**config.mk**
```make
export PLATFORM = sky130hd
export DESIGN_NAME = host_service_link_control
export DESIGN_NICKNAME = d
export VERILOG_FILES = /design/src/design/link_ctl_pkg.sv /design/src/design/cmd_decode.sv /design/src/design/event_flag.sv /design/src/design/host_service_link_control.sv
export SDC_FILE = /design/constraint.sdc
export NUM_CORES = 1
export LEC_CHECK = 0
export ABC_AREA = 1
export BUFFER_PORTS_ARGS = -buffer_cell sky130_fd_sc_hd__buf_2
export CAP_MARGIN = 15
export CORE_AREA = 3 3 63 123
export DETAILED_ROUTE_END_ITERATION = 7
export DIE_AREA = 0 0 66 126
export MAX_ROUTING_LAYER = met4
export PLACE_DENSITY = 0.75
export SKIP_CTS_REPAIR_TIMING = 1
export SLEW_MARGIN = 20
export SYNTH_ARGS = -nofsm -noshare
export SYNTH_HDL_FRONTEND = slang
export SYNTH_SLANG_ARGS = --single-unit
```
**constraint.sdc**
```tcl
create_clock -name clk -period 6.3 [get_ports clk]
set_clock_uncertainty 0.05 [all_clocks]
set_input_delay 1.26 -clock clk [delete_from_list [all_inputs] [get_ports clk]]
set_output_delay 1.26 -clock clk [all_outputs]
set_load 0.03 [all_outputs]
```
**src/design/link_ctl_pkg.sv**
```systemverilog
// constants and types shared by the host service link control block
`default_nettype none
package link_ctl_pkg;
	// ------------------------------------------------------------
	// host command codes and code ranges
	// ------------------------------------------------------------
	localparam logic [7:0] CMD_RESET      = 8'h01;
	localparam logic [7:0] CMD_STATE      = 8'h02;
	localparam logic [7:0] CMD_SET_BUSY   = 8'h03;
	localparam logic [7:0] CMD_QUIT_BUSY  = 8'h04;
	localparam logic [7:0] CMD_BUSMON     = 8'h05;
	localparam logic [7:0] CMD_SYS_STATE  = 8'h0d;
	localparam logic [7:0] CMD_STOP       = 8'h0e;
	localparam logic [7:0] CMD_EXIT_STOP  = 8'h0f;
	localparam logic [7:0] CMD_SET_ADDR   = 8'hf1;
	localparam logic [7:0] CMD_SET_REP    = 8'hf2;
	localparam logic [7:0] CMD_DATA_START = 8'h80;
	localparam logic [7:0] CMD_OFFSET_LO  = 8'h08;
	localparam logic [7:0] CMD_OFFSET_HI  = 8'h0c;
	localparam logic [7:0] CMD_END_LO     = 8'h47;
	localparam logic [7:0] CMD_POLL_HI    = 8'hee;
	localparam logic [7:0] MASK_OCT       = 8'hf8;
	localparam logic [7:0] MASK_QUAD      = 8'hfc;
	localparam logic [7:0] MASK_TOP2      = 8'hc0;
	localparam logic [7:0] MASK_TOP4      = 8'hf0;
	localparam logic [7:0] CMD_ACKN       = 8'h10;
	localparam logic [7:0] CMD_CONFIGURE  = 8'h18;
	localparam logic [7:0] CMD_REG_WR     = 8'h28;
	localparam logic [7:0] CMD_REG_RD     = 8'h38;
	localparam logic [7:0] CMD_POLL       = 8'he0;
	localparam logic [7:0] CMD_TOP_CONT   = 8'h80;
	localparam logic [7:0] CMD_TOP_END    = 8'h40;
	localparam logic [1:0] EXTRA_NONE     = 2'h0;
	localparam logic [1:0] EXTRA_ONE      = 2'h1;
	localparam logic [1:0] EXTRA_THREE    = 2'h3;
	// configure request feature bit positions
	localparam int CFG_POLL_BIT = 2;
	localparam int CFG_CRC_BIT  = 1;
	localparam int CFG_MARK_BIT = 0;
	// ------------------------------------------------------------
	// indication bytes to the host
	// ------------------------------------------------------------
	localparam logic [7:0] IND_RESET      = 8'h03;
	localparam logic [6:0] IND_CONFIRM_LO = 7'h0b;
	localparam logic [2:0] IND_STATE_LO   = 3'h7;
	localparam logic [4:0] IND_FSTAT_LO   = 5'h13;
	localparam logic [1:0] IND_CONFIG_LO  = 2'h1;
	localparam logic [7:0] IND_FRAME_END  = 8'hcb;
	// ------------------------------------------------------------
	// register port map
	// ------------------------------------------------------------
	localparam logic [3:0] REG_CONTROL    = 4'h0;
	localparam logic [3:0] REG_STATUS     = 4'h4;
	localparam logic [3:0] REG_CONFIG     = 4'h8;
	localparam logic [7:0] CONTROL_RESET  = 8'h01;
	localparam int         CTL_HOST_EN    = 0;
	typedef enum logic [4:0] {
		SVC_NONE, SVC_RESET, SVC_STATE, SVC_SET_BUSY, SVC_QUIT_BUSY, SVC_BUSMON,
		SVC_SET_ADDR, SVC_SET_REP, SVC_OFFSET, SVC_SYS_STATE, SVC_STOP, SVC_EXIT_STOP,
		SVC_ACKN, SVC_CONFIGURE, SVC_REG_WR, SVC_REG_RD, SVC_POLL,
		SVC_DATA_START, SVC_DATA_CONT, SVC_DATA_END
	} svc_t;
	typedef enum logic [1:0] {
		ST_CTRL = 2'b01,
		ST_ARGS = 2'b10
	} parse_state_t;
endpackage
`default_nettype wire
```
**src/design/cmd_decode.sv**
```systemverilog
// sorts a host control byte into service, length and purpose
`default_nettype none
module cmd_decode
	import link_ctl_pkg::*;
(
	input  wire logic [7:0] ctrl,
	output var  svc_t       svc,
	output var  logic [1:0] extra,
	output var  logic       transmit
);
	always_comb
	begin
		svc      = SVC_NONE;
		extra    = EXTRA_NONE;
		transmit = 1'b0;
		if (ctrl == CMD_RESET)          svc = SVC_RESET;
		else if (ctrl == CMD_STATE)     svc = SVC_STATE;
		else if (ctrl == CMD_SET_BUSY)  svc = SVC_SET_BUSY;
		else if (ctrl == CMD_QUIT_BUSY) svc = SVC_QUIT_BUSY;
		else if (ctrl == CMD_BUSMON)    svc = SVC_BUSMON;
		else if (ctrl >= CMD_OFFSET_LO && ctrl <= CMD_OFFSET_HI) svc = SVC_OFFSET;
		else if (ctrl == CMD_SYS_STATE) svc = SVC_SYS_STATE;
		else if (ctrl == CMD_STOP)      svc = SVC_STOP;
		else if (ctrl == CMD_EXIT_STOP) svc = SVC_EXIT_STOP;
		else if ((ctrl & MASK_OCT) == CMD_ACKN)      svc = SVC_ACKN;
		else if ((ctrl & MASK_OCT) == CMD_CONFIGURE) svc = SVC_CONFIGURE;
		else if ((ctrl & MASK_QUAD) == CMD_REG_RD)   svc = SVC_REG_RD;
		else if ((ctrl & MASK_QUAD) == CMD_REG_WR)
		begin
			svc   = SVC_REG_WR;
			extra = EXTRA_ONE;
		end
		else if (ctrl == CMD_SET_ADDR || ctrl == CMD_SET_REP ||
			((ctrl & MASK_TOP4) == CMD_POLL && ctrl <= CMD_POLL_HI))
		begin
			svc   = (ctrl == CMD_SET_ADDR) ? SVC_SET_ADDR :
				(ctrl == CMD_SET_REP) ? SVC_SET_REP : SVC_POLL;
			extra = EXTRA_THREE;
		end
		else if ((ctrl & MASK_TOP2) == CMD_TOP_CONT)
		begin
			svc      = (ctrl == CMD_DATA_START) ? SVC_DATA_START : SVC_DATA_CONT;
			extra    = EXTRA_ONE;
			transmit = 1'b1;
		end
		else if ((ctrl & MASK_TOP2) == CMD_TOP_END && ctrl >= CMD_END_LO)
		begin
			svc      = SVC_DATA_END;
			extra    = EXTRA_ONE;
			transmit = 1'b1;
		end
	end
endmodule
`default_nettype wire

```
**src/design/event_flag.sv**
```systemverilog
// sticky event flag, set wins over clear
`default_nettype none
module event_flag
(
	input  wire logic clk,
	input  wire logic reset,
	input  wire logic soft_clear,
	input  wire logic set,
	input  wire logic clear,
	output var  logic flag
);
	always_ff @(posedge clk or posedge reset)
	begin
		if (reset)
			flag <= 1'b0;
		else if (set)
			flag <= 1'b1;
		else if (clear || soft_clear)
			flag <= 1'b0;
	end
endmodule
`default_nettype wire

```
**src/design/host_service_link_control.sv**
```systemverilog
// host service layer: command sorting, indications and bus byte forwarding
// Behaviour
// RULE_01: a single-byte command is its control byte alone, nothing more expected
// RULE_02: bytes after a multi-byte control byte are handled by that control byte
// RULE_03: internal commands never start bus traffic; only transmit commands do
// RULE_04: received data frame headers reach the host as received, priority in bits 3:2
// RULE_05: transmit confirmation byte is z0001011, z high for positive
// RULE_06: state byte is collision, rx err, tx err, protocol err, thermal, then 111
// RULE_07: frame status byte is parity, checksum, timing error, 1, reserved, 011
// RULE_08: configuration byte is 0, busy, auto ack, auto poll, crc, marker, 01
// RULE_09: every data byte from the bus goes to the host unchanged
// RULE_10: acknowledge bytes reach the host only while monitoring, else dropped
// RULE_11: reset command returns to initial state; reset byte sent on entering normal
// RULE_12: slave collision flag set on collision during a polling slot
// RULE_13: receive error flag set on corrupted host bytes or bad control octet
// RULE_14: transmit error flag set when driving dominant but reading recessive
// RULE_15: protocol error flag set on a disallowed command sequence
// RULE_16: thermal flag set whenever a thermal warning is present
// RULE_17: busy plus auto ack answers addressed frames with a busy acknowledge
// RULE_18: set busy does nothing while auto ack is off
// RULE_19: busy mode ends at once on the host acknowledge request
// RULE_20: quit busy restores positive acknowledges; no effect unless busy with auto ack
// RULE_21: monitoring passes all bus bytes with no link layer filtering
// RULE_22: monitoring is left only through the reset command
// RULE_23: auto ack stays on until the reset command
// RULE_24: state error flags are cleared once reported to the host
`default_nettype none
module host_service_link_control
	import link_ctl_pkg::*;
(
	input  wire logic       clk,
	input  wire logic       reset,
	input  wire logic [7:0] host_rx_data,
	input  wire logic       host_rx_valid,
	input  wire logic       host_rx_corrupt,
	output logic      [7:0] host_tx_data,
	output logic            host_tx_valid,
	input  wire logic [7:0] bus_rx_data,
	input  wire logic       bus_rx_valid,
	input  wire logic       bus_rx_is_ack,
	output logic      [7:0] bus_tx_data,
	output logic            bus_tx_valid,
	output logic            bus_tx_last,
	input  wire logic       tx_confirm_valid,
	input  wire logic       tx_confirm_ok,
	input  wire logic       tx_frame_bad,
	input  wire logic       poll_slot_collision,
	input  wire logic       tx_active,
	input  wire logic       tx_drive_dominant,
	input  wire logic       bus_read_recessive,
	input  wire logic       thermal_warning,
	input  wire logic       frame_done,
	input  wire logic       frame_parity_err,
	input  wire logic       frame_cksum_err,
	input  wire logic       frame_timing_err,
	input  wire logic       addressed_frame,
	output logic            bus_ack_valid,
	output logic            bus_ack_busy,
	input  wire logic       normal_entered,
	output logic            device_reset,
	output logic            auto_ack_flag,
	output logic            busy_mode,
	output logic            bus_monitor,
	input  wire logic [3:0] reg_addr,
	input  wire logic [7:0] reg_wdata,
	input  wire logic       reg_wr,
	input  wire logic       reg_rd,
	output logic      [7:0] reg_rdata
);
	// ------------------------------------------------------------
	// declarations
	// ------------------------------------------------------------
	parse_state_t state;
	svc_t         svc;
	svc_t         arg_kind;
	logic [1:0]   extra;
	logic [1:0]   args_left;
	logic         transmit;
	logic         arg_tx;
	logic [7:0]   control;
	logic         in_frame;
	logic         auto_poll_flag;
	logic         crc_flag;
	logic         marker_flag;
	logic         slave_collision_flag;
	logic         receive_error_flag;
	logic         transmit_error_flag;
	logic         protocol_error_flag;
	logic         thermal_warning_flag;
	logic         confirm_ok;
	logic [7:0]   fstat_byte;
	logic         pend_confirm;
	logic         pend_reset;
	logic         pend_state;
	logic         pend_config;
	logic         pend_fend;
	logic         pend_fstat;
	logic         host_byte;
	logic         take_ctrl;
	logic         take_arg;
	logic         proto_err;
	logic         soft_rst;
	logic         fwd;
	logic         g_confirm;
	logic         g_reset;
	logic         g_state;
	logic         g_config;
	logic         g_fend;
	logic         g_fstat;
	logic [4:0]   flags;
	logic [7:0]   config_byte;

	// ------------------------------------------------------------
	// command sorting
	// ------------------------------------------------------------
	cmd_decode u_decode
	(
		.ctrl     (host_rx_data),
		.svc      (svc),
		.extra    (extra),
		.transmit (transmit)
	);

	always_comb
	begin
		// corrupted bytes are dropped whole; the flag tells the host why
		host_byte = host_rx_valid && !host_rx_corrupt && control[CTL_HOST_EN];
		take_ctrl = host_byte && (state == ST_CTRL);
		take_arg  = host_byte && (state == ST_ARGS);
		proto_err = take_ctrl && (((svc == SVC_DATA_START) && in_frame) ||
			((svc == SVC_DATA_CONT || svc == SVC_DATA_END) && !in_frame)); // see RULE_15
		soft_rst  = take_ctrl && (svc == SVC_RESET);
	end

	always_ff @(posedge clk or posedge reset)
	begin
		if (reset)
		begin
			state     <= ST_CTRL;
			args_left <= EXTRA_NONE;
			arg_kind  <= SVC_NONE;
			arg_tx    <= 1'b0;
		end
		else
		begin
			case (state)
				ST_CTRL:
				begin
					if (take_ctrl && extra != EXTRA_NONE) // see RULE_01
					begin
						state     <= ST_ARGS; // see RULE_02
						args_left <= extra;
						// a rejected command still swallows its data byte
						arg_kind  <= proto_err ? SVC_NONE : svc;
						arg_tx    <= transmit && !proto_err;
					end
				end
				ST_ARGS:
				begin
					if (take_arg)
					begin
						args_left <= args_left - 2'h1;
						if (args_left == EXTRA_ONE)
							state <= ST_CTRL;
					end
				end
				default: state <= ST_CTRL;
			endcase
		end
	end

	// ------------------------------------------------------------
	// bus transmit path
	// ------------------------------------------------------------
	always_ff @(posedge clk or posedge reset)
	begin
		if (reset)
		begin
			bus_tx_data  <= 8'h00;
			bus_tx_valid <= 1'b0;
			bus_tx_last  <= 1'b0;
			in_frame     <= 1'b0;
		end
		else
		begin
			bus_tx_valid <= take_arg && arg_tx; // see RULE_03
			bus_tx_last  <= take_arg && arg_tx && (arg_kind == SVC_DATA_END);
			if (take_arg && arg_tx)
				bus_tx_data <= host_rx_data;
			if (soft_rst)
				in_frame <= 1'b0;
			else if (take_ctrl && svc == SVC_DATA_START && !proto_err)
				in_frame <= 1'b1;
			else if (take_arg && arg_kind == SVC_DATA_END)
				in_frame <= 1'b0;
		end
	end

	// ------------------------------------------------------------
	// modes and features; busy mode also ends on acknowledge or quit busy, the rest only by reset service
	// ------------------------------------------------------------
	always_ff @(posedge clk or posedge reset)
	begin
		if (reset)
		begin
			auto_ack_flag  <= 1'b0;
			busy_mode      <= 1'b0;
			bus_monitor    <= 1'b0;
			auto_poll_flag <= 1'b0;
			crc_flag       <= 1'b0;
			marker_flag    <= 1'b0;
		end
		else if (soft_rst) // see RULE_11
		begin
			auto_ack_flag  <= 1'b0; // see RULE_23
			busy_mode      <= 1'b0;
			bus_monitor    <= 1'b0; // see RULE_22
			auto_poll_flag <= 1'b0;
			crc_flag       <= 1'b0;
			marker_flag    <= 1'b0;
		end
		else
		begin
			if (take_arg && arg_kind == SVC_SET_ADDR && args_left == EXTRA_ONE)
				auto_ack_flag <= 1'b1;
			if (take_ctrl && svc == SVC_SET_BUSY && auto_ack_flag) // see RULE_18
				busy_mode <= 1'b1;
			else if (take_ctrl && (svc == SVC_ACKN || svc == SVC_QUIT_BUSY))
				busy_mode <= 1'b0; // see RULE_19, RULE_20
			if (take_ctrl && svc == SVC_BUSMON)
				bus_monitor <= 1'b1; // see RULE_21
			// features only switch on; zeros merely ask for the status
			if (take_ctrl && svc == SVC_CONFIGURE)
			begin
				auto_poll_flag <= auto_poll_flag | host_rx_data[CFG_POLL_BIT];
				crc_flag       <= crc_flag | host_rx_data[CFG_CRC_BIT];
				marker_flag    <= marker_flag | host_rx_data[CFG_MARK_BIT];
			end
		end
	end

	always_ff @(posedge clk or posedge reset)
	begin
		if (reset)
		begin
			bus_ack_valid <= 1'b0;
			bus_ack_busy  <= 1'b0;
			device_reset  <= 1'b0;
		end
		else
		begin
			bus_ack_valid <= addressed_frame && auto_ack_flag;
			bus_ack_busy  <= addressed_frame && auto_ack_flag && busy_mode; // see RULE_17
			device_reset  <= soft_rst;
		end
	end

	// ------------------------------------------------------------
	// communication state flags
	// ------------------------------------------------------------
	event_flag u_sc
	(
		.clk        (clk),
		.reset      (reset),
		.soft_clear (soft_rst),
		.set        (poll_slot_collision), // see RULE_12
		.clear      (g_state), // see RULE_24
		.flag       (slave_collision_flag)
	);
	event_flag u_re
	(
		.clk        (clk),
		.reset      (reset),
		.soft_clear (soft_rst),
		.set        ((host_rx_valid && host_rx_corrupt) || tx_frame_bad ||
			(take_ctrl && svc == SVC_NONE)), // see RULE_13
		.clear      (g_state),
		.flag       (receive_error_flag)
	);
	event_flag u_te
	(
		.clk        (clk),
		.reset      (reset),
		.soft_clear (soft_rst),
		.set        (tx_active && tx_drive_dominant && bus_read_recessive), // see RULE_14
		.clear      (g_state),
		.flag       (transmit_error_flag)
	);
	event_flag u_pe
	(
		.clk        (clk),
		.reset      (reset),
		.soft_clear (soft_rst),
		.set        (proto_err), // see RULE_15
		.clear      (g_state),
		.flag       (protocol_error_flag)
	);
	event_flag u_tw
	(
		.clk        (clk),
		.reset      (reset),
		.soft_clear (soft_rst),
		.set        (thermal_warning), // see RULE_16
		.clear      (g_state),
		.flag       (thermal_warning_flag)
	);

	// ------------------------------------------------------------
	// indications to the host
	// ------------------------------------------------------------
	always_comb
	begin
		flags = {slave_collision_flag, receive_error_flag, transmit_error_flag,
			protocol_error_flag, thermal_warning_flag};
		config_byte = {1'b0, busy_mode, auto_ack_flag, auto_poll_flag, crc_flag,
			marker_flag, IND_CONFIG_LO}; // see RULE_08
		// bus bytes win the host line; indications wait in pending bits
		fwd       = bus_rx_valid && (!bus_rx_is_ack || bus_monitor); // see RULE_10, RULE_21
		g_confirm = !fwd && pend_confirm;
		g_reset   = !fwd && !pend_confirm && pend_reset;
		g_state   = !fwd && !pend_confirm && !pend_reset && pend_state;
		g_config  = !fwd && !pend_confirm && !pend_reset && !pend_state && pend_config;
		g_fend    = !fwd && !pend_confirm && !pend_reset && !pend_state && !pend_config &&
			pend_fend;
		g_fstat   = !fwd && !pend_confirm && !pend_reset && !pend_state && !pend_config &&
			!pend_fend && pend_fstat;
	end

	always_ff @(posedge clk or posedge reset)
	begin
		if (reset)
		begin
			pend_confirm <= 1'b0;
			pend_reset   <= 1'b0;
			pend_state   <= 1'b0;
			pend_config  <= 1'b0;
			pend_fend    <= 1'b0;
			pend_fstat   <= 1'b0;
			confirm_ok   <= 1'b0;
			fstat_byte   <= 8'h00;
		end
		else
		begin
			if (tx_confirm_valid)
			begin
				pend_confirm <= 1'b1;
				confirm_ok   <= tx_confirm_ok;
			end
			else if (g_confirm)
				pend_confirm <= 1'b0;
			if (normal_entered)
				pend_reset <= 1'b1; // see RULE_11
			else if (g_reset)
				pend_reset <= 1'b0;
			if (take_ctrl && svc == SVC_STATE)
				pend_state <= 1'b1;
			else if (g_state)
				pend_state <= 1'b0;
			if ((take_ctrl && svc == SVC_CONFIGURE) ||
				(take_arg && arg_kind == SVC_SET_ADDR && args_left == EXTRA_ONE))
				pend_config <= 1'b1;
			else if (g_config)
				pend_config <= 1'b0;
			if (frame_done && marker_flag)
			begin
				pend_fend  <= 1'b1;
				pend_fstat <= 1'b1;
				fstat_byte <= {frame_parity_err, frame_cksum_err, frame_timing_err,
					IND_FSTAT_LO}; // see RULE_07
			end
			else
			begin
				if (g_fend)
					pend_fend <= 1'b0;
				if (g_fstat)
					pend_fstat <= 1'b0;
			end
		end
	end

	always_ff @(posedge clk or posedge reset)
	begin
		if (reset)
		begin
			host_tx_data  <= 8'h00;
			host_tx_valid <= 1'b0;
		end
		else
		begin
			host_tx_valid <= fwd || g_confirm || g_reset || g_state || g_config ||
				g_fend || g_fstat;
			if (fwd)
				host_tx_data <= bus_rx_data; // see RULE_09, RULE_04
			else if (g_confirm)
				host_tx_data <= {confirm_ok, IND_CONFIRM_LO}; // see RULE_05
			else if (g_reset)
				host_tx_data <= IND_RESET;
			else if (g_state)
				host_tx_data <= {flags, IND_STATE_LO}; // see RULE_06
			else if (g_config)
				host_tx_data <= config_byte;
			else if (g_fend)
				host_tx_data <= IND_FRAME_END;
			else if (g_fstat)
				host_tx_data <= fstat_byte;
		end
	end

	// ------------------------------------------------------------
	// register port
	// ------------------------------------------------------------
	always_ff @(posedge clk or posedge reset)
	begin
		if (reset)
		begin
			control   <= CONTROL_RESET;
			reg_rdata <= 8'h00;
		end
		else
		begin
			if (reg_wr && reg_addr == REG_CONTROL)
				control <= reg_wdata;
			if (reg_rd)
			begin
				case (reg_addr)
					REG_CONTROL: reg_rdata <= control;
					REG_STATUS:  reg_rdata <= {flags, IND_STATE_LO};
					REG_CONFIG:  reg_rdata <= {bus_monitor, config_byte[6:2], 2'h0};
					default:     reg_rdata <= 8'h00;
				endcase
			end
			else
				reg_rdata <= 8'h00;
		end
	end
endmodule
`default_nettype wire

```
Word level (Yosys, flattened, before mapping)
Cells that the tools add are included.
{"block": "op_classes", "n_bitwise": 3, "addsub": 1, "n_eq_ne": 38, "reduce_logical": 96, "magnitude_cmp": 4, "n_mux": 102}
{"cell": "2-to-1 mux 5 bit", "count": 19}
{"cell": "2-to-1 mux 8 bit", "count": 8}
{"cell": "2-to-1 mux 1 bit", "count": 51}
{"cell": "logical AND 1 bit", "count": 46}
{"cell": "2-to-1 mux 2 bit", "count": 21}
{"cell": "nonzero test 2 bit", "count": 16}
{"cell": "equality test 8 x 4 -> 1 bit (second input constant)", "count": 3}
{"cell": "equality test 8 bit (second input constant)", "count": 3}
{"cell": "case mux 8 bit (3 select lines)", "count": 1}
{"cell": "equality test 5 x 2 -> 1 bit (second input constant)", "count": 4}
{"cell": "equality test 5 bit (second input constant)", "count": 4}
{"cell": "equality test 8 x 2 -> 1 bit (second input constant)", "count": 2}
{"cell": "equality test 8 x 3 -> 1 bit (second input constant)", "count": 2}
{"cell": "logical OR 1 bit", "count": 16}
{"cell": "equality test 5 x 3 -> 1 bit (second input constant)", "count": 3}
{"cell": "equality test 6 x 4 -> 1 bit (second input constant)", "count": 2}
{"cell": "equality test 5 x 4 -> 1 bit (second input constant)", "count": 2}
{"cell": "logical NOT 1 bit", "count": 10}
{"cell": "equality test 4 bit (second input constant)", "count": 2}
{"cell": "equality test 8 x 1 -> 1 bit (second input constant)", "count": 1}
{"cell": "greater-or-equal comparator 8 x 4 -> 1 bit (second input constant)", "count": 1}
{"cell": "greater-or-equal comparator 8 x 7 -> 1 bit (second input constant)", "count": 1}
{"cell": "less-or-equal comparator 8 x 4 -> 1 bit (second input constant)", "count": 1}
{"cell": "less-or-equal comparator 8 bit (second input constant)", "count": 1}
{"cell": "other kinds (15)", "count": 24}
{"block": "word_totals", "in_bits": 50, "reg_bits": 73, "elab_cells": 278, "out_inout_bits": 33}

Longest topological paths before layout
Gate-level depths: netlist of the first run.
{"block": "logic_depth", "ltp_word": 27, "depth_mapped": 12, "depth_no_buf": 12}

Cells and area by module
Synthesis of the first run repeated with hierarchy kept, for this count alone.
{"block": "hier_totals", "hier_cells": 449, "hier_area_um2": 3657.3}
{"mod": "host_service_link_control", "area_each_um2": 3086.7, "instances": 1, "seq_area_each_um2": 1654.1, "cells_each": 346}
{"mod": "cmd_decode", "area_each_um2": 326.6, "instances": 1, "seq_area_each_um2": 0.0, "cells_each": 68}
{"mod": "event_flag", "area_each_um2": 48.8, "instances": 5, "seq_area_each_um2": 25.0, "cells_each": 7}

Worst setup path before layout of the first run
Ideal clock, no wire load.
{"block": "synth_timing", "kind": "in2reg", "startpoint": "input host_rx_data[0]", "endpoint": "register args_left[0]", "t_arrival_ps": 2245, "t_required_ps": 6127, "cell_stages": 11, "setup_slack_ps": 3882, "path_buffers": 1, "path_cell_list": "buf_2 > nor2_2 > inv_1 > nand4_1 > o21ai_2 > nor2_2 > nand2_2 > nand2_4 > nand2_4 > nor2_2 > a21oi_2"}
{"block": "synth_via", "elab_chain_len": 22}
{"item": "from (decl)", "line": "host_service_link_control.sv:33", "source": "input wire logic [7:0] host_rx_data,"}
{"item": "greater-or-equal comparator 8 x 7 -> 1 bit", "line": "cmd_decode.sv:46", "source": "else if ((ctrl & MASK_TOP2) == CMD_TOP_END && ctrl >= CMD_END_LO)"}
{"item": "logical AND 1 bit", "line": "cmd_decode.sv:46"}
{"item": "2-to-1 mux 1 bit", "line": "cmd_decode.sv:46"}
{"item": "2-to-1 mux 2 bit", "line": "cmd_decode.sv:40", "source": "else if ((ctrl & MASK_TOP2) == CMD_TOP_CONT)"}
{"item": "2-to-1 mux 2 bit", "line": "cmd_decode.sv:33", "source": "else if (ctrl == CMD_SET_ADDR || ctrl == CMD_SET_REP ||"}
{"item": "2-to-1 mux 2 bit", "line": "cmd_decode.sv:28", "source": "else if ((ctrl & MASK_QUAD) == CMD_REG_WR)"}
{"item": "2-to-1 mux 2 bit", "line": "cmd_decode.sv:27", "source": "else if ((ctrl & MASK_QUAD) == CMD_REG_RD) svc = SVC_REG_RD;"}
{"item": "2-to-1 mux 2 bit", "line": "cmd_decode.sv:26", "source": "else if ((ctrl & MASK_OCT) == CMD_CONFIGURE) svc = SVC_CONFIGURE;"}
{"item": "[... 6 more ...]"}
{"item": "2-to-1 mux 2 bit", "line": "cmd_decode.sv:19", "source": "else if (ctrl == CMD_QUIT_BUSY) svc = SVC_QUIT_BUSY;"}
{"item": "2-to-1 mux 2 bit", "line": "cmd_decode.sv:18", "source": "else if (ctrl == CMD_SET_BUSY) svc = SVC_SET_BUSY;"}
{"item": "2-to-1 mux 2 bit", "line": "cmd_decode.sv:17", "source": "else if (ctrl == CMD_STATE) svc = SVC_STATE;"}
{"item": "2-to-1 mux 2 bit (*)", "line": "cmd_decode.sv:16", "source": "if (ctrl == CMD_RESET) svc = SVC_RESET;"}
{"item": "nonzero test 2 bit", "line": "host_service_link_control.sv:149", "source": "if (take_ctrl && extra != EXTRA_NONE)"}
{"item": "logical AND 1 bit", "line": "host_service_link_control.sv:149"}
{"item": "inequality test 2 x 1 -> 1 bit (no source line)"}
{"item": "AND reduction 3 bit (no source line)"}
{"item": "to (signal assigned)", "line": "host_service_link_control.sv:152", "source": "args_left <= extra;"}
{"item": "to (signal assigned)", "line": "host_service_link_control.sv:162", "source": "args_left <= args_left - 2'h1;"}
{"item": "to (decl)", "line": "host_service_link_control.sv:77", "source": "logic [1:0] args_left;"}
Every way passes the cells marked *; elsewhere a longest branch is shown, timed or not. The select of a mux whose other input is x is not followed.
A chain may end at the register's enable or synchronous reset.

Final worst setup path of the first run
{"block": "layout_timing", "startpoint": "input host_rx_valid", "endpoint": "register auto_poll_flag"}
{"block": "layout_via", "elab_chain_len": 5}
{"item": "from (decl)", "line": "host_service_link_control.sv:34", "source": "input wire logic host_rx_valid,"}
{"item": "logical AND 1 bit (*) (2 in a row)", "line": "host_service_link_control.sv:127", "source": "host_byte = host_rx_valid && !host_rx_corrupt && control[CTL_HOST_EN];"}
{"item": "logical AND 1 bit (*)", "line": "host_service_link_control.sv:128", "source": "take_ctrl = host_byte && (state == ST_CTRL);"}
{"item": "logical AND 1 bit, on equally long branches", "line": "host_service_link_control.sv:132, host_service_link_control.sv:233"}
{"item": "2-to-1 mux 1 bit / nonzero test 2 bit (equally long branches)"}
{"item": "to (signal assigned)", "line": "host_service_link_control.sv:235", "source": "auto_poll_flag <= auto_poll_flag | host_rx_data[CFG_POLL_BIT];"}
{"item": "to (decl)", "line": "host_service_link_control.sv:82", "source": "logic auto_poll_flag;"}
Every way passes the cells marked *; elsewhere a longest branch is shown, timed or not.

==> results of run 1 <==
[registers in the layout (all words and copies together), names as in the netlist, 2 cells and up]
signal        count
reg_rdata         8
control           8
state             2
fstat_byte        4
args_left         2
arg_kind          5
host_tx_data      8
bus_tx_data       8
[metal layers]
metal  vias up  share of wire  routed length [um]
met5         -              0                   0
met4         0          0.033                 286
met3        24          0.041                 361
met2        83           0.58                5047
met1      1446           0.35                3054
li1       1508              -                   -
[worst max-delay path, stage by stage]
cell and delay [ns]:
buf_2 0.09, nand2_1 0.06, nor2_2 0.13, nand2_1 0.19
inv_1 0.26, nand3_2 0.23, o21ai_0 0.19, o21ai_0 0.13
[where the power goes]
group,leakage [nW],internal (W),switching (W)
Clock,0.146,0.000315,0.000179
Sequential,0.852,0.000511,0.0000344
Combinational,1.28,0.0000640,0.000111
Total,2.27,0.000890,0.000325
[placed cells by master, fill, tap and decap left out, types with 2 or more instances in the layout]
cell       netlist  layout
nand2_1         89      89
buf_2            3      82
dfrtp_1         69      69
inv_1           61      60
nor2_1          40      40
o21ai_0         26      26
nand3_1         16      16
o21ai_1         11      11
a21oi_1         11      11
mux2_2          11      11
nor2_2          10      10
clkbuf_16        0       9
nand4_1          8       8
o211ai_1         5       5
nand2_2          5       5
o21bai_1         5       5
nor2_4           4       4
nand2_4          4       4
o221ai_1         4       4
inv_2            2       3
clkinv_2         0       3
nand3_2          2       2
nor4_1           2       2
nor3_1           2       2
o21ai_2          2       2
clkbuf_1         0       2
dfstp_2          2       2
[layout make-up]
class	count	area, sq um	share of cell area
Tap cell	90	112.6	0.02623
Sequential cell	71	1779	0.4145
Multi-Input combinational cell	270	1449	0.3375
Clock buffer	12	246.5	0.05742
Clock inverter	4	45.04	0.01049
Inverter	64	242.7	0.05654
Timing Repair Buffer	83	417.9	0.09735
[cells by family (layout without fill, tap and decap cells)]
kind of cell | Yosys count | count (layout) | share of synthesized area
flip-flops | 71 | 71 | 0.5104
adder cells (fa/ha/maj) | 1 | 1 | 0.003589
AND/OR/NAND/NOR | 185 | 185 | 0.2498
buffers and inverters | 67 | 163 | 0.07394
AO/OA/AOI/OAI | 73 | 73 | 0.1267
multiplexers | 11 | 11 | 0.03554
[path summary, 6_finish.rpt]
check                                               start                    endpoint  slack, ns  cells past startpoint
worst min register to register  fstat_byte[4]$_DFFE_PP0P_   fstat_byte[4]$_DFFE_PP0P_       0.42                      2
worst max-delay path                        host_rx_valid  auto_poll_flag$_DFFE_PP0P_       3.91                      8
max in group asynchronous                           reset     arg_kind[4]$_DFFE_PP0P_       4.49                      3
worst max register to register     control[0]$_DFFE_PP1P_  auto_poll_flag$_DFFE_PP0P_       4.40                      7
min in group asynchronous                           reset  bus_tx_data[5]$_DFFE_PP0P_       1.13                      3
worst min-delay path            fstat_byte[4]$_DFFE_PP0P_   fstat_byte[4]$_DFFE_PP0P_       0.42                      2
[Yosys cell counts, drive strengths merged, types with 2 or more instances]
cell type and instances:
dfstp 2, nand2 98, o21ai 39, dfrtp 69, nor3 3, o221ai 4, o21bai 5, nand3 18
o211ai 5, mux2 11, a21oi 12, nor4 2, buf 3, inv 64, nor2 54, nand4 8
[metrics by stage]
step | cell area [sq um] | hold WS [ns] | cells | power, W | worst slack [ns]
3_5_place_dp | 4001 | 0.4011 | 578 | 0.0007277 | 3.547
4_1_cts | 4293 | 0.4128 | 594 | 0.001222 | 3.885
2_1_floorplan | 3486 | 0.3817 | 408 | 0.0006647 | 3.197
6_report | 4293 | 0.4169 | 594 | 0.001215 | 3.909
5_1_grt | 4293 | 0.4353 | 594 | 0.001270 | 3.744
3_3_place_gp | 4001 | 0.3988 | 578 | 0.0007199 | 3.557
==> summary.txt, run 1 <==
CLOCKING
-------------------------------------------------------------------------------
CTS root buffer ..................................................    clkbuf_16
Clock tree from TritonCTS ........................................         done
CTS clk-pin slew, worst paths ....................................      0.05 ns
Largest buffer count on any clock path ...........................            2
CTS Sinks ........................................................           71
Clock buffer count from CTS ......................................            9
H-tree depth .....................................................            3
Worst-skew pair later-pin latency ................................      0.33 ns

GLOBAL ROUTING
-------------------------------------------------------------------------------
Overall Global Routing Usage .....................................       0.2294
Number of global-route vias before repair ........................         3068
Sum of overflow across all layers after global routing ...........            0
Maximum number of pins on one net before global-route repair .....           72
Initial antenna violation count ..................................            0
Global-route track usage on met1 .................................       0.2178
Wire length of the first global-routing pass .....................     13940 um
Fraction of met2 tracks used by global routing ...................       0.4213
Met3 layer usage reported by global route ........................      0.04282
Most used routing layer in global routing ........................         met2

RUN
-------------------------------------------------------------------------------
Number of maximum-capacitance violations .........................            0

POWER
-------------------------------------------------------------------------------
Leakage power ....................................................     2.274 nW
Peak VDD IR ......................................................    0.1686 mV
Power density over cell area ..................................... 283.0 mW/mm^2

STA
-------------------------------------------------------------------------------
Final-layout setup total negative slack ..........................         0 ns
Setup repair after global routing missed its margin ..............        false
Headroom to the max-slew limit ...................................       0.4177
Final max-slew violation count ...................................            0
Shortest period the worst path allows ............................     2.391 ns
Number of endpoints with negative hold slack in the final report .            0
Ratio of final minimum period to clock period ....................       0.3795
Max Clock Freq ...................................................    418.3 MHz
Least-Margin Pin Slew ............................................    0.8734 ns
Endpoints failing setup ..........................................            0

SYNTHESIS
-------------------------------------------------------------------------------
Number of enable-type register cells in the synthesized netlist ..            0
Post-Syn Nets ....................................................          459
Average cell area after synthesis ................................  8.544 sq um
Post-synth cell types ............................................           38
Dominant cells by area after synthesis ........................... dfrtp_1, nand2_1, inv_1
Asr flop ratio synth .............................................        1.000
YS warnings ......................................................            0
Cell taking the most area after synthesis ........................      dfrtp_1
Share of the yosys chip area belonging to registers ..............       0.5104
Cells after Synth ................................................          408
Share of the synthesized area in the top cell type ...............       0.4953
Leading register cell type out of synthesis ......................      dfrtp_1
FF+latch count, synth ............................................           71
Post-Synthesis Cell Area ......................................... 0.003486 sq mm

DETAILED ROUTING
-------------------------------------------------------------------------------
Vias after detailed routing ......................................         3061
Detailed Route WL ................................................      8750 um
Mean routed wirelength per cell ..................................     14.73 um
Pre-antenna DRT Iters ............................................            5
DRC marker count from the first detailed-route iteration .........          240
Antenna-violating nets left ......................................            0
Number of design rule violations left after detail routing .......            0
Vias per cell ....................................................        5.153

FLOORPLAN
-------------------------------------------------------------------------------
Number of I/O pins ...............................................           83
Std cell rows ....................................................           43
Die width ........................................................        66 um
Initial Utilization ..............................................       0.5023
Vertical die dimension ...........................................       126 um
Area enclosed by the die boundary ................................ 0.008316 sq mm
Core Footprint ................................................... 0.006940 sq mm

LAYOUT
-------------------------------------------------------------------------------
Layout filler cell count .........................................          584
Final Util .......................................................       0.6185
Ratio of cells with drive above 1 in the final layout ............       0.2857
Area added between synthesis and finish ..........................       23.15%
Number of nets at the end of the flow ............................          550
Antenna fix cells ................................................            0

RUN STATUS
-------------------------------------------------------------------------------
Run status ....................................................... complete, no violations

PLACEMENT
-------------------------------------------------------------------------------
Half-perimeter wire length of the detailed placement result ......      6783 um
Placer Congestion ................................................        1.013
Number of I/O port buffers .......................................           82

CRITICAL PATH
-------------------------------------------------------------------------------
Worst Setup End Kind .............................................     register
Crit start category ..............................................   input port
Arrival time at the worst endpoint ...............................      2.54 ns
Maximum fanout along the worst path ..............................            9
Critical setup path kind .........................................    in -> reg
Data required time of the critical path ..........................      6.45 ns

WORST HOLD PATH
-------------------------------------------------------------------------------
Hold Crit Class ..................................................   reg -> reg

Power figures use the tool's default switching activity.
==> run 2: changes to the inputs <==
ABC_AREA = 0   (was 1)
CORE_AREA = 3 3 65 128   (was 3 3 63 123)
DIE_AREA = 0 0 68 131   (was 0 0 66 126)
clock period = 2.1 ns   (was 6.3 ns; I/O delays follow)
==> run 2 against run 1 <==
Against the previous run: sequential power rose to 3.1 times the previous value; cell area rose by 12%; utilization grew 1.8 points; synthesized cell count is 14% lower; count of clock-buffer cells in the layout fell by 1; largest power group unchanged; highest routed layer unchanged.
==> summary.txt, run 2 <==
DETAILED ROUTING
-------------------------------------------------------------------------------------
DRC marker count from the first detailed-route iteration ...............          276   +15%
Mean routed wirelength per cell ........................................     16.96 um   +15%
Detailed Route WL ......................................................      9802 um   +12%
Number of design rule violations left after detail routing .............            0   unchanged
Antenna-violating nets left ............................................            0   unchanged
Pre-antenna DRT Iters ..................................................            4   -1
Vias per cell ..........................................................        5.552   +7.7%
Vias after detailed routing ............................................         3209   +4.8%

CRITICAL PATH
-------------------------------------------------------------------------------------
Worst reg2reg startpoint ............................................... bus_monitor$_DFFE_PP0P_
Crit start category ....................................................     register
Setup slack of the most critical reg-to-reg path .......................      0.08 ns   -4.32 ns
Critical setup path kind ...............................................   reg -> reg
Data required time of the critical path ................................      2.24 ns   -4.21 ns
Capture point of the worst reg-to-reg path ............................. host_tx_data[7]$_DFFE_PP0P_
Worst reg2reg path depth ...............................................            6   -1
Arrival time at the worst endpoint .....................................      2.16 ns   -0.38 ns
Maximum fanout along the worst path ....................................            6   -3
Worst Setup End Kind ...................................................     register

SYNTHESIS
-------------------------------------------------------------------------------------
Share of the synthesized area in the top cell type .....................       0.4803   -0.01500
Post-Syn Nets ..........................................................          401   -13%
Top cells by count, synth .............................................. dfrtp_1, nand2_1, mux2_2, nor2_1, o21ai_0
Combinational family with the most area after synthesis ................ simple AND/OR/NAND/NOR gates
Cells after Synth ......................................................          350   -14%
Share of the yosys chip area belonging to registers ....................       0.4950   -0.01546
Asr flop ratio synth ...................................................        1.000   unchanged
Leading register cell type out of synthesis ............................      dfrtp_1
Post-Synthesis Cell Area ............................................... 0.003595 sq mm   +3.1%
Average cell area after synthesis ......................................  10.27 sq um   +20%
Mux contribution to synthesized area ...................................      0.07483   +0.03930
Post-synthesis share of cell area spent on and, or, nand and nor gates .       0.1987   -0.05107
Cell taking the most area after synthesis ..............................      dfrtp_1
Post-synth cell types ..................................................           61   +61%
YS warnings ............................................................            0   unchanged
Xor and xnor fraction of the mapped netlist area .......................     0.002436   +0.002436
Share of the synthesized area in compound gates (AO/OA/AOI/OAI) ........       0.1845   +0.05777
Most frequent cell after synthesis .....................................      dfrtp_1
Post-Synth Adder-Cell Area .............................................     0.003481   -0.0001087
Number of enable-type register cells in the synthesized netlist ........            0   unchanged
Dominant cells by area after synthesis ................................. dfrtp_1, mux2_2, nand2_1
FF+latch count, synth ..................................................           71   unchanged

STA
-------------------------------------------------------------------------------------
Setup repair after global routing missed its margin ....................        false
Shortest period the worst path allows ..................................     2.020 ns
Endpoints failing setup ................................................            0   unchanged
Number of endpoints with negative hold slack in the final report .......            0   unchanged
Ratio of final minimum period to clock period ..........................       0.9617
Worst hold margin ......................................................   0.02886 ns   -0.3880 ns
Final-layout setup total negative slack ................................         0 ns   unchanged
Max Clock Freq .........................................................    495.2 MHz
Least-Margin Pin Slew ..................................................    0.5085 ns   -0.3649 ns
Headroom to the max-slew limit .........................................       0.6584   +0.2407
Final max-slew violation count .........................................            0   unchanged

CLOCKING
-------------------------------------------------------------------------------------
Largest buffer count on any clock path .................................            2   unchanged
CTS clk-pin slew, worst paths ..........................................      0.05 ns   about the same
Clock tree from TritonCTS ..............................................         done
H-tree depth ...........................................................            3   unchanged
CTS root buffer ........................................................    clkbuf_16
CTS Sinks ..............................................................           71   unchanged
Clock buffer count from CTS ............................................            9   unchanged
Worst-skew pair later-pin latency ......................................      0.33 ns   about the same

LAYOUT
-------------------------------------------------------------------------------------
Area added between synthesis and finish ................................       33.52%
Antenna fix cells ......................................................            0   unchanged
Final Util .............................................................       0.6362   +0.01762
Most used cells in the layout excluding fill and tap cells ............. buf_2, dfrtp_1, buf_4
Commonest non-fill, non-tap cell in the layout .........................        buf_2
Ratio of cells with drive above 1 in the final layout ..................       0.3946   +0.1089
Number of nets at the end of the flow ..................................          532   -3.3%

RUN STATUS
-------------------------------------------------------------------------------------
Run status ............................................................. complete, no violations

GLOBAL ROUTING
-------------------------------------------------------------------------------------
Maximum number of pins on one net before global-route repair ...........           36   -50%
Sum of overflow across all layers after global routing .................            0   unchanged
Wire length of the first global-routing pass ...........................     15030 um   +7.8%
Initial antenna violation count ........................................            0   unchanged
Overall Global Routing Usage ...........................................       0.2379   +0.008514
Number of global-route vias before repair ..............................         3101   +1.1%

FLOORPLAN
-------------------------------------------------------------------------------------
Number of I/O pins .....................................................           83   unchanged
Area enclosed by the die boundary ...................................... 0.008908 sq mm   +7.1%
Die width ..............................................................        68 um   +3.0%
Vertical die dimension .................................................       131 um   +4.0%
Std cell rows ..........................................................           45   +4.7%
Core Footprint ......................................................... 0.007545 sq mm   +8.7%
Initial Utilization ....................................................       0.4765   -0.02580

PLACEMENT
-------------------------------------------------------------------------------------
Placer Congestion ......................................................       0.9801   -3.2%
Half-perimeter wire length of the detailed placement result ............      7632 um   +13%
Number of I/O port buffers .............................................           82   unchanged

POWER
-------------------------------------------------------------------------------------
Power density over cell area ........................................... 844.9 mW/mm^2   +200%
Peak VDD IR ............................................................    0.4176 mV   +150%
Tot Pwr ................................................................   0.004055 W   +230%
Leakage power ..........................................................     2.345 nW   +3.1%

RUN
-------------------------------------------------------------------------------------
Number of maximum-capacitance violations ...............................            0   unchanged

WORST HOLD PATH
-------------------------------------------------------------------------------------
Hold Crit Class ........................................................  in -> async

run 2: changes by cell type in the layout (fill, tap and decap cells not counted), sizes merged, moves of 6 or more:
cell,previous run,this run
nand2,98,44
and2,0,6
mux2,11,23
inv,64,10
nor3,3,9
o21ai,39,22
nor2b,0,7
nand3,18,6
nand3b,0,6
nor2,54,22
buf,83,138
nand2b,0,7
a22oi,1,10
nand4,8,2
run 2: how the worst max path moves through the flow:
stage,endpoint,startpoint
3_3_place_gp,busy_mode$_DFFE_PP0P_,host_rx_data[2]
3_5_place_dp,device_reset$_DFF_PP0_,host_rx_data[3]
6_report,host_tx_data[7]$_DFFE_PP0P_,bus_monitor$_DFFE_PP0P_
2_1_floorplan,host_tx_data[7]$_DFFE_PP0P_,bus_monitor$_DFFE_PP0P_
5_1_grt,host_tx_data[7]$_DFFE_PP0P_,bus_monitor$_DFFE_PP0P_
4_1_cts,host_tx_data[1]$_DFFE_PP0P_,bus_monitor$_DFFE_PP0P_
run 2: layout make-up:
| type | instances | area [sq um] |
|---|---|---|
| Fill cell | 649 | 2745 |
| Sequential cell | 71 | 1780 |
| Multi-Input combinational cell | 250 | 1668 |
| Timing Repair Buffer | 138 | 868.3 |
| Clock buffer | 11 | 252.7 |
| Tap cell | 94 | 117.6 |
| Clock inverter | 3 | 67.56 |
| Inverter | 11 | 45.04 |
run 2: cells by family after synthesis:
logic type	Yosys count
DFF	71
AOI/OAI and AO/OA	94
buffers and inverters	29
muxes	24
and+or+nand+nor	130
adders and majority gates	1
xor gates and xnor gates	1
run 2: critical path, stage by stage, from the launching register on:
cell,delay (ns)
dfrtp_2,0.40
nand2b_4,0.16
a211o_1,0.32
or3_1,0.42
or3_1,0.34
a21oi_1,0.15
a21oi_1,0.05
run 2: report_power, final:
group          switching [W]  total [W]  internal [W]
clock network       0.000536    0.00163       0.00109
registers           0.000133    0.00168       0.00155
logic               0.000401   0.000750      0.000348
total                0.00107    0.00406       0.00298
run 2: metrics by stage:
step	setup WS (ns)	area, sq um	std cells
finish	0.08043	4800	578
global route	0.01230	4800	578
CTS	0.06877	4780	577
detailed placement	-0.1192	4459	563
global placement	-0.1147	4459	563
floorplan	0.002401	3600	350
run 2: routing by layer:
metal	GRT usage	up-vias	part of all wire
met1	0.2236	1522	0.34
met5	-	-	0
li1	-	1539	-
met3	0.03165	36	0.045
met4	0.1676	0	0.053
met2	0.4238	112	0.56
